## src/swr_cfg.svh

```systemverilog
`ifndef SWR_CFG_SVH
`define SWR_CFG_SVH

// register indices; byte address is four times the index
`define SWR_IDX_WAKE_STATUS_CTRL 16'h0F0A
`define SWR_IDX_PORT2_WAKE_SELECT 16'h0F0C
`define SWR_IDX_GATED_WAKE_SELECT 16'h0F0D
`define SWR_IDX_PORT3_WAKE_SELECT 16'h0F0E
`define SWR_IDX_IRQ_STATUS 16'h0F10
`define SWR_IDX_IRQ_MASK 16'h0F11

// gated_wake_select fields
`define SWR_GATED_LEVEL_BIT 6
`define SWR_GATED_SRC_MSB 4
`define SWR_GATED_SRC_LSB 2
`define SWR_GATED_WRITE_MASK 8'h5C

// wake_status_ctrl port 2 reference status field
`define SWR_STAT_MSB 1
`define SWR_STAT_LSB 0
`define SWR_STAT_NONE 2'h0
`define SWR_STAT_READ 2'h1
`define SWR_STAT_WRITE 2'h2

// interrupt status bits
`define SWR_IRQ_WAKE_BIT 0
`define SWR_IRQ_REF_BIT 1
`define SWR_IRQ_WIDTH 2

// reset values
`define SWR_RST_PORT2_SEL 8'h00
`define SWR_RST_GATED_SEL 8'h00
`define SWR_RST_PORT3_SEL 4'h0
`define SWR_RST_STATUS 2'h0
`define SWR_RST_REF 8'h00

`endif

```

## src/swr_pkg.sv

```systemverilog
package swr_pkg;

  // gate-combination source codes
  typedef enum logic [2:0] {
    SRC_NONE = 3'h0,
    SRC_NAND_P2LO = 3'h1,
    SRC_NAND_P2ALL = 3'h2,
    SRC_NOR_P3 = 3'h3,
    SRC_NAND_P3 = 3'h4,
    SRC_NOR_P3P0 = 3'h5,
    SRC_NAND_P3P2 = 3'h6
  } swr_src_type;

  // whole state of the wake block
  typedef struct packed {
    logic [7:0] port2Sel;
    logic [7:0] gatedSel;
    logic [3:0] port3Sel;
    logic [1:0] refStatus;
    logic [7:0] refValue;
    logic [1:0] irqStatus;
    logic [1:0] irqMask;
    logic [7:0] p2Sync1;
    logic [7:0] p2Sync2;
    logic [7:0] p2Sync3;
    logic [7:0] p2Level;
    logic [3:0] p3Sync1;
    logic [3:0] p3Sync2;
    logic [3:0] p3Sync3;
    logic [3:0] p3Level;
    logic [1:0] p0Sync1;
    logic [1:0] p0Sync2;
    logic [1:0] p0Sync3;
    logic [1:0] p0Level;
    logic wake;
    logic irq;
    logic [31:0] prdata;
    logic pready;
    logic pslverr;
  } swr_state_type;

endpackage

```

## src/swr_wake.sv

```systemverilog
`timescale 1ns/1ps
`default_nettype none
`include "swr_cfg.svh"

module swr_wake (
  input wire logic clk,
  input wire logic srst,
  input wire logic psel,
  input wire logic penable,
  input wire logic pwrite,
  input wire logic [15:0] paddr,
  input wire logic [31:0] pwdata,
  output logic [31:0] prdata,
  output logic pready,
  output logic pslverr,
  input wire logic [7:0] port2Pins,
  input wire logic [3:0] port3Pins,
  input wire logic [1:0] port0Pins,
  input wire logic [7:0] port2IsOutput,
  input wire logic [3:0] port3IsOutput,
  input wire logic [1:0] port0IsOutput,
  input wire logic port2DataRead,
  input wire logic port2DataWrite,
  input wire logic [7:0] port2DataValue,
  input wire logic legacyWakeEvent,
  output logic wakeRequest,
  output logic irq
);

  // every flop of the block sits in this one struct; stateNext is what the next edge loads
  swr_pkg::swr_state_type stateReg;
  swr_pkg::swr_state_type stateNext;

  // byte address of a register from its index
  function automatic logic [15:0] regAddr(input logic [15:0] idx);
    regAddr = {idx[13:0], 2'b00};
  endfunction

  // neutral input for a NAND is one, for a NOR zero
  // a NAND of nothing reads zero and a NOR of nothing one, which the level bit then compares
  function automatic logic gatePins(input logic [7:0] pins, input logic [7:0] use_, input logic isNand);
    logic [7:0] masked;
    masked = isNand ? (pins | ~use_) : (pins & use_);
    gatePins = isNand ? ~(&masked) : ~(|masked);
  endfunction

  // helper nets, all derived from stateReg and the inputs within one cycle
  logic setupPhase;
  logic accessDone;
  logic writeDone;
  logic [1:0] statNow;
  logic refValid;
  logic [7:0] p2Events;
  logic p2Wake;
  logic [7:0] p2Usable;
  logic [3:0] p3Usable;
  logic [1:0] p0Usable;
  logic gateOut;
  logic gatedWake;
  logic anyWake;
  logic refCapture;
  logic [31:0] readData;
  logic addrHit;
  swr_pkg::swr_src_type srcCode;
  logic srcValid;

  // apb phase decode
  // a write lands only at the edge that completes the access, never in setup
  assign setupPhase = psel & ~penable;
  assign accessDone = psel & penable & stateReg.pready;
  assign writeDone = accessDone & pwrite;

  // reference is in use only while the status field names a read or a write;
  // 11 is reserved and keeps the low-level default rather than a stale reference
  assign statNow = stateReg.refStatus;
  always_comb begin
    unique case (statNow)
      `SWR_STAT_READ: refValid = 1'b1;
      `SWR_STAT_WRITE: refValid = 1'b1;
      default: refValid = 1'b0;
    endcase
  end

  // per-pin comparison on the filtered levels
  // one reference byte serves all pins; unselected bits simply never fire
  always_comb begin
    for (int i = 0; i < 8; i++) begin
      if (refValid) begin
        p2Events[i] = stateReg.port2Sel[i] & (stateReg.p2Level[i] != stateReg.refValue[i]);
      end else begin
        p2Events[i] = stateReg.port2Sel[i] & ~stateReg.p2Level[i];
      end
    end
  end
  assign p2Wake = |p2Events;

  // pins usable by the gate: inputs not claimed by a per-pin selection
  assign p2Usable = ~port2IsOutput & ~stateReg.port2Sel;
  assign p3Usable = ~port3IsOutput & ~stateReg.port3Sel;
  // port 0 has no per-pin selection here, so only its direction can take it out
  assign p0Usable = ~port0IsOutput;

  // the field may hold 111, which has no enum name; the cast keeps the raw code
  assign srcCode = swr_pkg::swr_src_type'(stateReg.gatedSel[`SWR_GATED_SRC_MSB:`SWR_GATED_SRC_LSB]);

  // 000 and the unused 111 raise nothing, whatever the level bit says
  assign srcValid = (srcCode != swr_pkg::SRC_NONE) &&
                    (stateReg.gatedSel[`SWR_GATED_SRC_MSB:`SWR_GATED_SRC_LSB] != 3'h7);

  // gate-combination selector; 111 selects nothing
  always_comb begin
    gateOut = 1'b0;
    gatedWake = 1'b0;
    // excluded pins enter each gate at its neutral value, see gatePins
    unique case (srcCode)
      swr_pkg::SRC_NONE: begin
        gateOut = 1'b0;
      end
      swr_pkg::SRC_NAND_P2LO: begin
        gateOut = gatePins({4'h0, stateReg.p2Level[3:0]}, {4'h0, p2Usable[3:0]}, 1'b1);
      end
      swr_pkg::SRC_NAND_P2ALL: begin
        gateOut = gatePins(stateReg.p2Level, p2Usable, 1'b1);
      end
      swr_pkg::SRC_NOR_P3: begin
        gateOut = gatePins({5'h00, stateReg.p3Level[3:1]}, {5'h00, p3Usable[3:1]}, 1'b0);
      end
      swr_pkg::SRC_NAND_P3: begin
        gateOut = gatePins({5'h00, stateReg.p3Level[3:1]}, {5'h00, p3Usable[3:1]}, 1'b1);
      end
      swr_pkg::SRC_NOR_P3P0: begin
        gateOut = gatePins({3'h0, stateReg.p3Level[3:1], stateReg.p0Level},
                           {3'h0, p3Usable[3:1], p0Usable}, 1'b0);
      end
      swr_pkg::SRC_NAND_P3P2: begin
        gateOut = gatePins({2'h0, stateReg.p3Level[3:1], stateReg.p2Level[2:0]},
                           {2'h0, p3Usable[3:1], p2Usable[2:0]}, 1'b1);
      end
      default: begin
        // 111 is not a mode; the gate output is parked low and srcValid blocks the event
        gateOut = 1'b0;
      end
    endcase
    // compare against the programmed level; no source means no event
    if (srcValid) begin
      gatedWake = (gateOut == stateReg.gatedSel[`SWR_GATED_LEVEL_BIT]);
    end
  end

  // any source wakes; the legacy source arrives already qualified
  // the per-pin and gated paths are simply ORed, so either alone is enough
  assign anyWake = p2Wake | gatedWake | legacyWakeEvent;

  // capture only while at least one pin is selected
  // with nothing selected the data register is ignored, so stale values never arm a compare
  assign refCapture = (|stateReg.port2Sel) & (port2DataRead | port2DataWrite);

  // read mux and address decode
  // unmapped addresses read zero and answer with pslverr; no register changes
  always_comb begin
    readData = 32'h0000_0000;
    addrHit = 1'b1;
    unique case (paddr)
      regAddr(`SWR_IDX_WAKE_STATUS_CTRL): readData[1:0] = stateReg.refStatus;
      regAddr(`SWR_IDX_PORT2_WAKE_SELECT): readData[7:0] = stateReg.port2Sel;
      regAddr(`SWR_IDX_GATED_WAKE_SELECT): readData[7:0] = stateReg.gatedSel;
      regAddr(`SWR_IDX_PORT3_WAKE_SELECT): readData[3:0] = stateReg.port3Sel;
      regAddr(`SWR_IDX_IRQ_STATUS): readData[1:0] = stateReg.irqStatus;
      regAddr(`SWR_IDX_IRQ_MASK): readData[1:0] = stateReg.irqMask;
      default: addrHit = 1'b0;
    endcase
  end

  // next-state logic for the whole block
  always_comb begin
    stateNext = stateReg;

    // three-stage pin synchronisers; a change counts once stages two and three agree
    // stage one feeds stage two only, so a metastable value never reaches the compare
    stateNext.p2Sync1 = port2Pins;
    stateNext.p2Sync2 = stateReg.p2Sync1;
    stateNext.p2Sync3 = stateReg.p2Sync2;
    stateNext.p3Sync1 = port3Pins;
    stateNext.p3Sync2 = stateReg.p3Sync1;
    stateNext.p3Sync3 = stateReg.p3Sync2;
    stateNext.p0Sync1 = port0Pins;
    stateNext.p0Sync2 = stateReg.p0Sync1;
    stateNext.p0Sync3 = stateReg.p0Sync2;
    for (int i = 0; i < 8; i++) begin
      if (stateReg.p2Sync2[i] == stateReg.p2Sync3[i]) begin
        stateNext.p2Level[i] = stateReg.p2Sync3[i];
      end
    end
    for (int i = 0; i < 4; i++) begin
      if (stateReg.p3Sync2[i] == stateReg.p3Sync3[i]) begin
        stateNext.p3Level[i] = stateReg.p3Sync3[i];
      end
    end
    for (int i = 0; i < 2; i++) begin
      if (stateReg.p0Sync2[i] == stateReg.p0Sync3[i]) begin
        stateNext.p0Level[i] = stateReg.p0Sync3[i];
      end
    end

    // apb answer: one wait-free access phase, registered response
    // an abandoned setup still gets its single ready pulse; nothing is written without penable
    stateNext.pready = 1'b0;
    stateNext.pslverr = 1'b0;
    if (setupPhase) begin
      stateNext.pready = 1'b1;
      stateNext.pslverr = ~addrHit;
      stateNext.prdata = pwrite ? 32'h0000_0000 : readData;
    end

    // register writes take effect at the completing access edge
    if (writeDone && addrHit) begin
      unique case (paddr)
        regAddr(`SWR_IDX_WAKE_STATUS_CTRL): begin
          // any code may be written; a capture in the same cycle overrides it below
          stateNext.refStatus = pwdata[`SWR_STAT_MSB:`SWR_STAT_LSB];
        end
        regAddr(`SWR_IDX_PORT2_WAKE_SELECT): begin
          // a pin must already be an input; the direction is not checked here
          stateNext.port2Sel = pwdata[7:0];
        end
        regAddr(`SWR_IDX_GATED_WAKE_SELECT): begin
          // reserved bits are dropped, software is expected to write zero
          stateNext.gatedSel = pwdata[7:0] & `SWR_GATED_WRITE_MASK;
        end
        regAddr(`SWR_IDX_PORT3_WAKE_SELECT): begin
          // only used to take port 3 pins out of the gates
          stateNext.port3Sel = pwdata[3:0];
        end
        regAddr(`SWR_IDX_IRQ_STATUS): begin
          // write one to clear; a same-cycle event is set again below
          stateNext.irqStatus = stateReg.irqStatus & ~pwdata[`SWR_IRQ_WIDTH-1:0];
        end
        regAddr(`SWR_IDX_IRQ_MASK): begin
          stateNext.irqMask = pwdata[`SWR_IRQ_WIDTH-1:0];
        end
        default: begin
        end
      endcase
    end

    // a data-register access in the same cycle as the status write wins, so a capture is never lost
    if (refCapture) begin
      stateNext.refValue = port2DataValue;
      stateNext.refStatus = port2DataWrite ? `SWR_STAT_WRITE : `SWR_STAT_READ;
    end

    // sticky events: set beats a same-cycle clear
    if (anyWake) begin
      stateNext.irqStatus[`SWR_IRQ_WAKE_BIT] = 1'b1;
    end
    if (refCapture) begin
      stateNext.irqStatus[`SWR_IRQ_REF_BIT] = 1'b1;
    end

    // registered so the request leaves the block glitch-free, at the cost of one cycle
    stateNext.wake = anyWake;
    // irq follows the updated status, so a clear drops it at the same edge as the write
    stateNext.irq = |(stateNext.irqStatus & stateNext.irqMask);
  end

  // single state register; there is no wake-time reset, only power-on srst
  // the synchronisers restart from zero; with nothing selected no false event follows
  always_ff @(posedge clk) begin
    if (srst) begin
      stateReg <= '0;
      stateReg.port2Sel <= `SWR_RST_PORT2_SEL;
      stateReg.gatedSel <= `SWR_RST_GATED_SEL;
      stateReg.port3Sel <= `SWR_RST_PORT3_SEL;
      stateReg.refStatus <= `SWR_RST_STATUS;
      stateReg.refValue <= `SWR_RST_REF;
    end else begin
      stateReg <= stateNext;
    end
  end

  // outputs straight from the state flops
  // nothing combinational reaches a port, so the far side sees clean levels
  assign prdata = stateReg.prdata;
  assign pready = stateReg.pready;
  assign pslverr = stateReg.pslverr;
  assign wakeRequest = stateReg.wake;
  assign irq = stateReg.irq;

endmodule
`default_nettype wire

```

## config.mk

```make
export PLATFORM = sky130hd
export DESIGN_NAME = swr_wake
export DESIGN_NICKNAME = d
export VERILOG_FILES = /design/src/swr_pkg.sv /design/src/swr_wake.sv
export VERILOG_INCLUDE_DIRS = /design/src
export SDC_FILE = /design/constraint.sdc
export NUM_CORES = 1
export LEC_CHECK = 0
export CORE_ASPECT_RATIO = 1.75
export CORE_MARGIN = 5
export CORE_UTILIZATION = 42
export CTS_CLUSTER_DIAMETER = 150
export CTS_CLUSTER_SIZE = 12
export DETAILED_ROUTE_END_ITERATION = 7
export DONT_BUFFER_PORTS = 1
export PLACE_DENSITY_LB_ADDON = 0.3
export SLEW_MARGIN = 10
export SYNTH_ARGS = -nofsm -noshare
export SYNTH_HDL_FRONTEND = slang
export SYNTH_SLANG_ARGS = --single-unit
```

## constraint.sdc

```tcl
create_clock -name clk -period 3 [get_ports clk]
set_input_delay 0.6 -clock clk [delete_from_list [all_inputs] [get_ports clk]]
set_output_delay 0.6 -clock clk [all_outputs]
set_load 0.005 [all_outputs]
```

==> flow_metrics.py <==
metrics = {
    "clock_network": {
        "clk_pin_slew_ns": 0.07,
        "cts_sinks": 94,
        "cts_tree": "built",
        "post-cts-setup-buffer-count": 0,
        "cts_max_path_buffers": 2,
        "cts-htree-levels": 3,
        "clockRootBuffer": "clkbuf_16",
        "cts_resized": 0,
        "clock_latency_ns": 0.34,
        "hold_buffers": 0,
        "cts_buffers": 9,
    },
    "logic_synthesis": {
        "syn_inst": 434,
        "synth.distinct_cells": 52,
        "ys_warn_count": 0,
        "synth.avg_cell_area_um2": 9.240,
        "ys_ff_latch": 94,
        "yosysSeqAreaShare_pct": 46.93,
        "syn_area_um2": 4010,
        "ys_async_sr_fraction_pct": 0,
        "synth_edf_count": 0,
        "synth_ff_type": "dfxtp_1",
    },
    "timing": {
        "rsz0062_at_grt": "no",
        "worst_slack_ns": 0.6574,
        "finalCriticalPeriod_ns": 2.343,
        "setup_viol": 0,
        "finalCritPeriodShare_pct": 78.09,
        "setup-tns-final_ns": 0,
        "worst_slew_margin_rel_pct": 47.32,
        "report.final.slew_viol_count": 0,
        "worst_pin_slew_ns": 0.7845,
        "fin_hold_ws_ns": 0.3214,
        "fmax_ghz": 0.4269,
        "finalHoldViolCount": 0,
        "skew_ns": 0.009036,
    },
    "worst_setup_path": {
        "worstPathCellList": "xnor2_1 > o21ai_0 > and3_1 > a2111oi_2 > nand4_1 > nor3b_2 > o31ai_1",
        "path_delay_family": "XOR/XNOR gates",
        "cp_max_fo": 11,
        "critPathBufInv": 0,
        "slowest_stage": "xnor2_1",
        "worstSetupEndpointType": "flop",
        "cp-start-kind": "flop",
        "critPathArrivalTime_ns": 2.57,
        "path_class": "flop to flop",
        "cp.required_ns": 3.23,
        "max_stage_delay_ns": 0.65,
    },
    "finish": {
        "layout-drive-gt1-share_pct": 7.294,
        "area_growth_pct": 5.679,
        "utilization_pct": 45.04,
        "layout_commonest_cell": "dfxtp_1",
        "antenna_cells": 0,
        "fill_cells": 931,
        "nNetsFinal": 512,
        "fin_area_um2": 4238,
        "final_cell_mix": "dfxtp_1 (94), nor2b_1 (47), nor2_1 (45)",
    },
    "placed_design": {
        "dp_hpwl_mm": 6.565,
        "dpl-instance-area_um2": 3931,
        "globalplace.congestion": 0.8246,
        "io_buffers": 0,
        "dpl_worst_slack_ns": 0.5505,
    },
    "routing": {
        "ant_nets": 0,
        "drt-total-wl_mm": 8.672,
        "via_per_inst": 5.205,
        "drtIter0Drc": 218,
        "wire_per_inst_um": 15.85,
        "drt_pre_antenna_iters": 4,
        "drc_errors": 0,
        "vias": 2847,
    },
    "global_routing": {
        "grt_pass1_vias": 2606,
        "grt_first_pass_wirelength_mm": 13.20,
        "grt_max_degree": 95,
        "track_usage_pct": 14.60,
        "grt_overflow": 0,
        "antenna_found_initial": 0,
    },
    "power_and_ir_drop": {
        "clkPwrFrac_pct": 46.3,
        "p_leak_nw": 1.558,
        "p_comb_share_pct": 2.2,
        "swShare_pct": 20.73,
        "cellPowerDensity_nw_per_um2": 586.7,
        "p_switching_w": 0.0005153,
        "power_frac_seq_pct": 51.5,
        "intPower_w": 0.001971,
        "ir_drop_mv": 0.4283,
    },
    "flow_run": {
        "drv_cap": 0,
    },
    "min_path": {
        "min_path_type": "input pin to flop",
    },
    "die": {
        "dieArea_um2": 11680,
        "pin_count": 128,
        "initial_core_util_pct": 42.62,
        "core.rowCount": 47,
        "die_h_um": 139.3,
        "core_um2": 9409,
        "die_w_um": 83.87,
    },
    "run_status": {
        "status": "completed",
    },
}
## worst paths after layout
check,startpoint,to,slack [ns],cells after the start
worst max-delay path,statNow[0],irq,0.66,7
worst min-delay path,srst,stateNext[81],0.32,1
worst max register to register,statNow[0],irq,0.66,7
worst min register to register,stateNext[54],stateNext[50],0.43,1
## layer usage
layer,wire length (µm),part of all wire [%],track usage (%),up-vias
met5,0,0,0,-
met4,163,1.9,6.610,0
met3,787,9.1,5.677,12
met2,4609,53,26.69,99
met1,3112,36,14.25,1321
li1,-,-,-,1415
## final cells by class
cell class / instances / area (µm²) / share of cell area, %
clock buffers: 10 / 239.0 / 5.639
clock inverters: 6 / 67.56 / 1.594
inverters: 3 / 11.26 / 0.2657
multi-input cells: 311 / 1878 / 44.32
flip-flops and latches: 94 / 1882 / 44.41
well taps: 122 / 152.6 / 3.602
repair buffers: 1 / 7.507 / 0.1771
## stage by stage
| step | power [W] | cells |
|---|---|---|
| after global placement | 0.001361 | 531 |
| after floorplan | 0.001396 | 457 |
| after global routing | 0.002569 | 547 |
| final | 0.002486 | 547 |
| after CTS | 0.002513 | 547 |
| after detailed placement | 0.001363 | 531 |
## flip-flops by register name, summed over array words and instances, names as in the netlist
register and cells:
irq 1, prdata 8, pready 1, pslverr 1
srcCode 3, statNow 2, stateNext 26, stateReg 51
wakeRequest 1
## power groups by stage
| stage | registers, W | clock network (W) | logic [W] |
|---|---|---|---|
| global route | 0.00128 | 0.00123 | 0.0000609 |
| detailed placement | 0.00131 | 0 | 0.0000540 |
| global placement | 0.00131 | 0 | 0.0000533 |
| CTS | 0.00128 | 0.00118 | 0.0000542 |
| finish | 0.00128 | 0.00115 | 0.0000547 |
| floorplan | 0.00131 | 0 | 0.0000894 |
## worst reg2reg max path, delay by kind of cell (launching register included)
kind | cells | cell delay, ns
AO/OA/AOI/OAI | 3 | 0.61
XOR/XNOR | 1 | 0.65
flip-flops | 1 | 0.33
AND/OR/NAND/NOR | 3 | 0.64
## logic make-up after synthesis
logic type / share of synthesized area [%]
AND/OR/NAND/NOR: 25.02
flip-flops: 46.93
buffers and inverters: 8.393
other: 0.09351
multiplexers: 6.583
XOR/XNOR: 1.529
AO/OA/AOI/OAI: 11.45
## synth_stat cells (all sizes together) (4+ instances only)
library cell / count / area share, %
or3: 4 / 0.62
nor2: 46 / 4.5
clkbuf: 11 / 1.1
nand4: 4 / 0.62
o21ai: 20 / 2.5
nand3: 7 / 0.87
nor4: 5 / 1.5
mux2i: 23 / 5.7
nor2b: 47 / 7.3
nor3: 14 / 1.7
buf: 37 / 6.8
and3: 5 / 0.78
xnor2: 7 / 1.5
a21oi: 25 / 3.1
dfxtp: 94 / 47
a22oi: 8 / 1.5
nand2: 36 / 3.6
(Power assumes the default switching activity.)
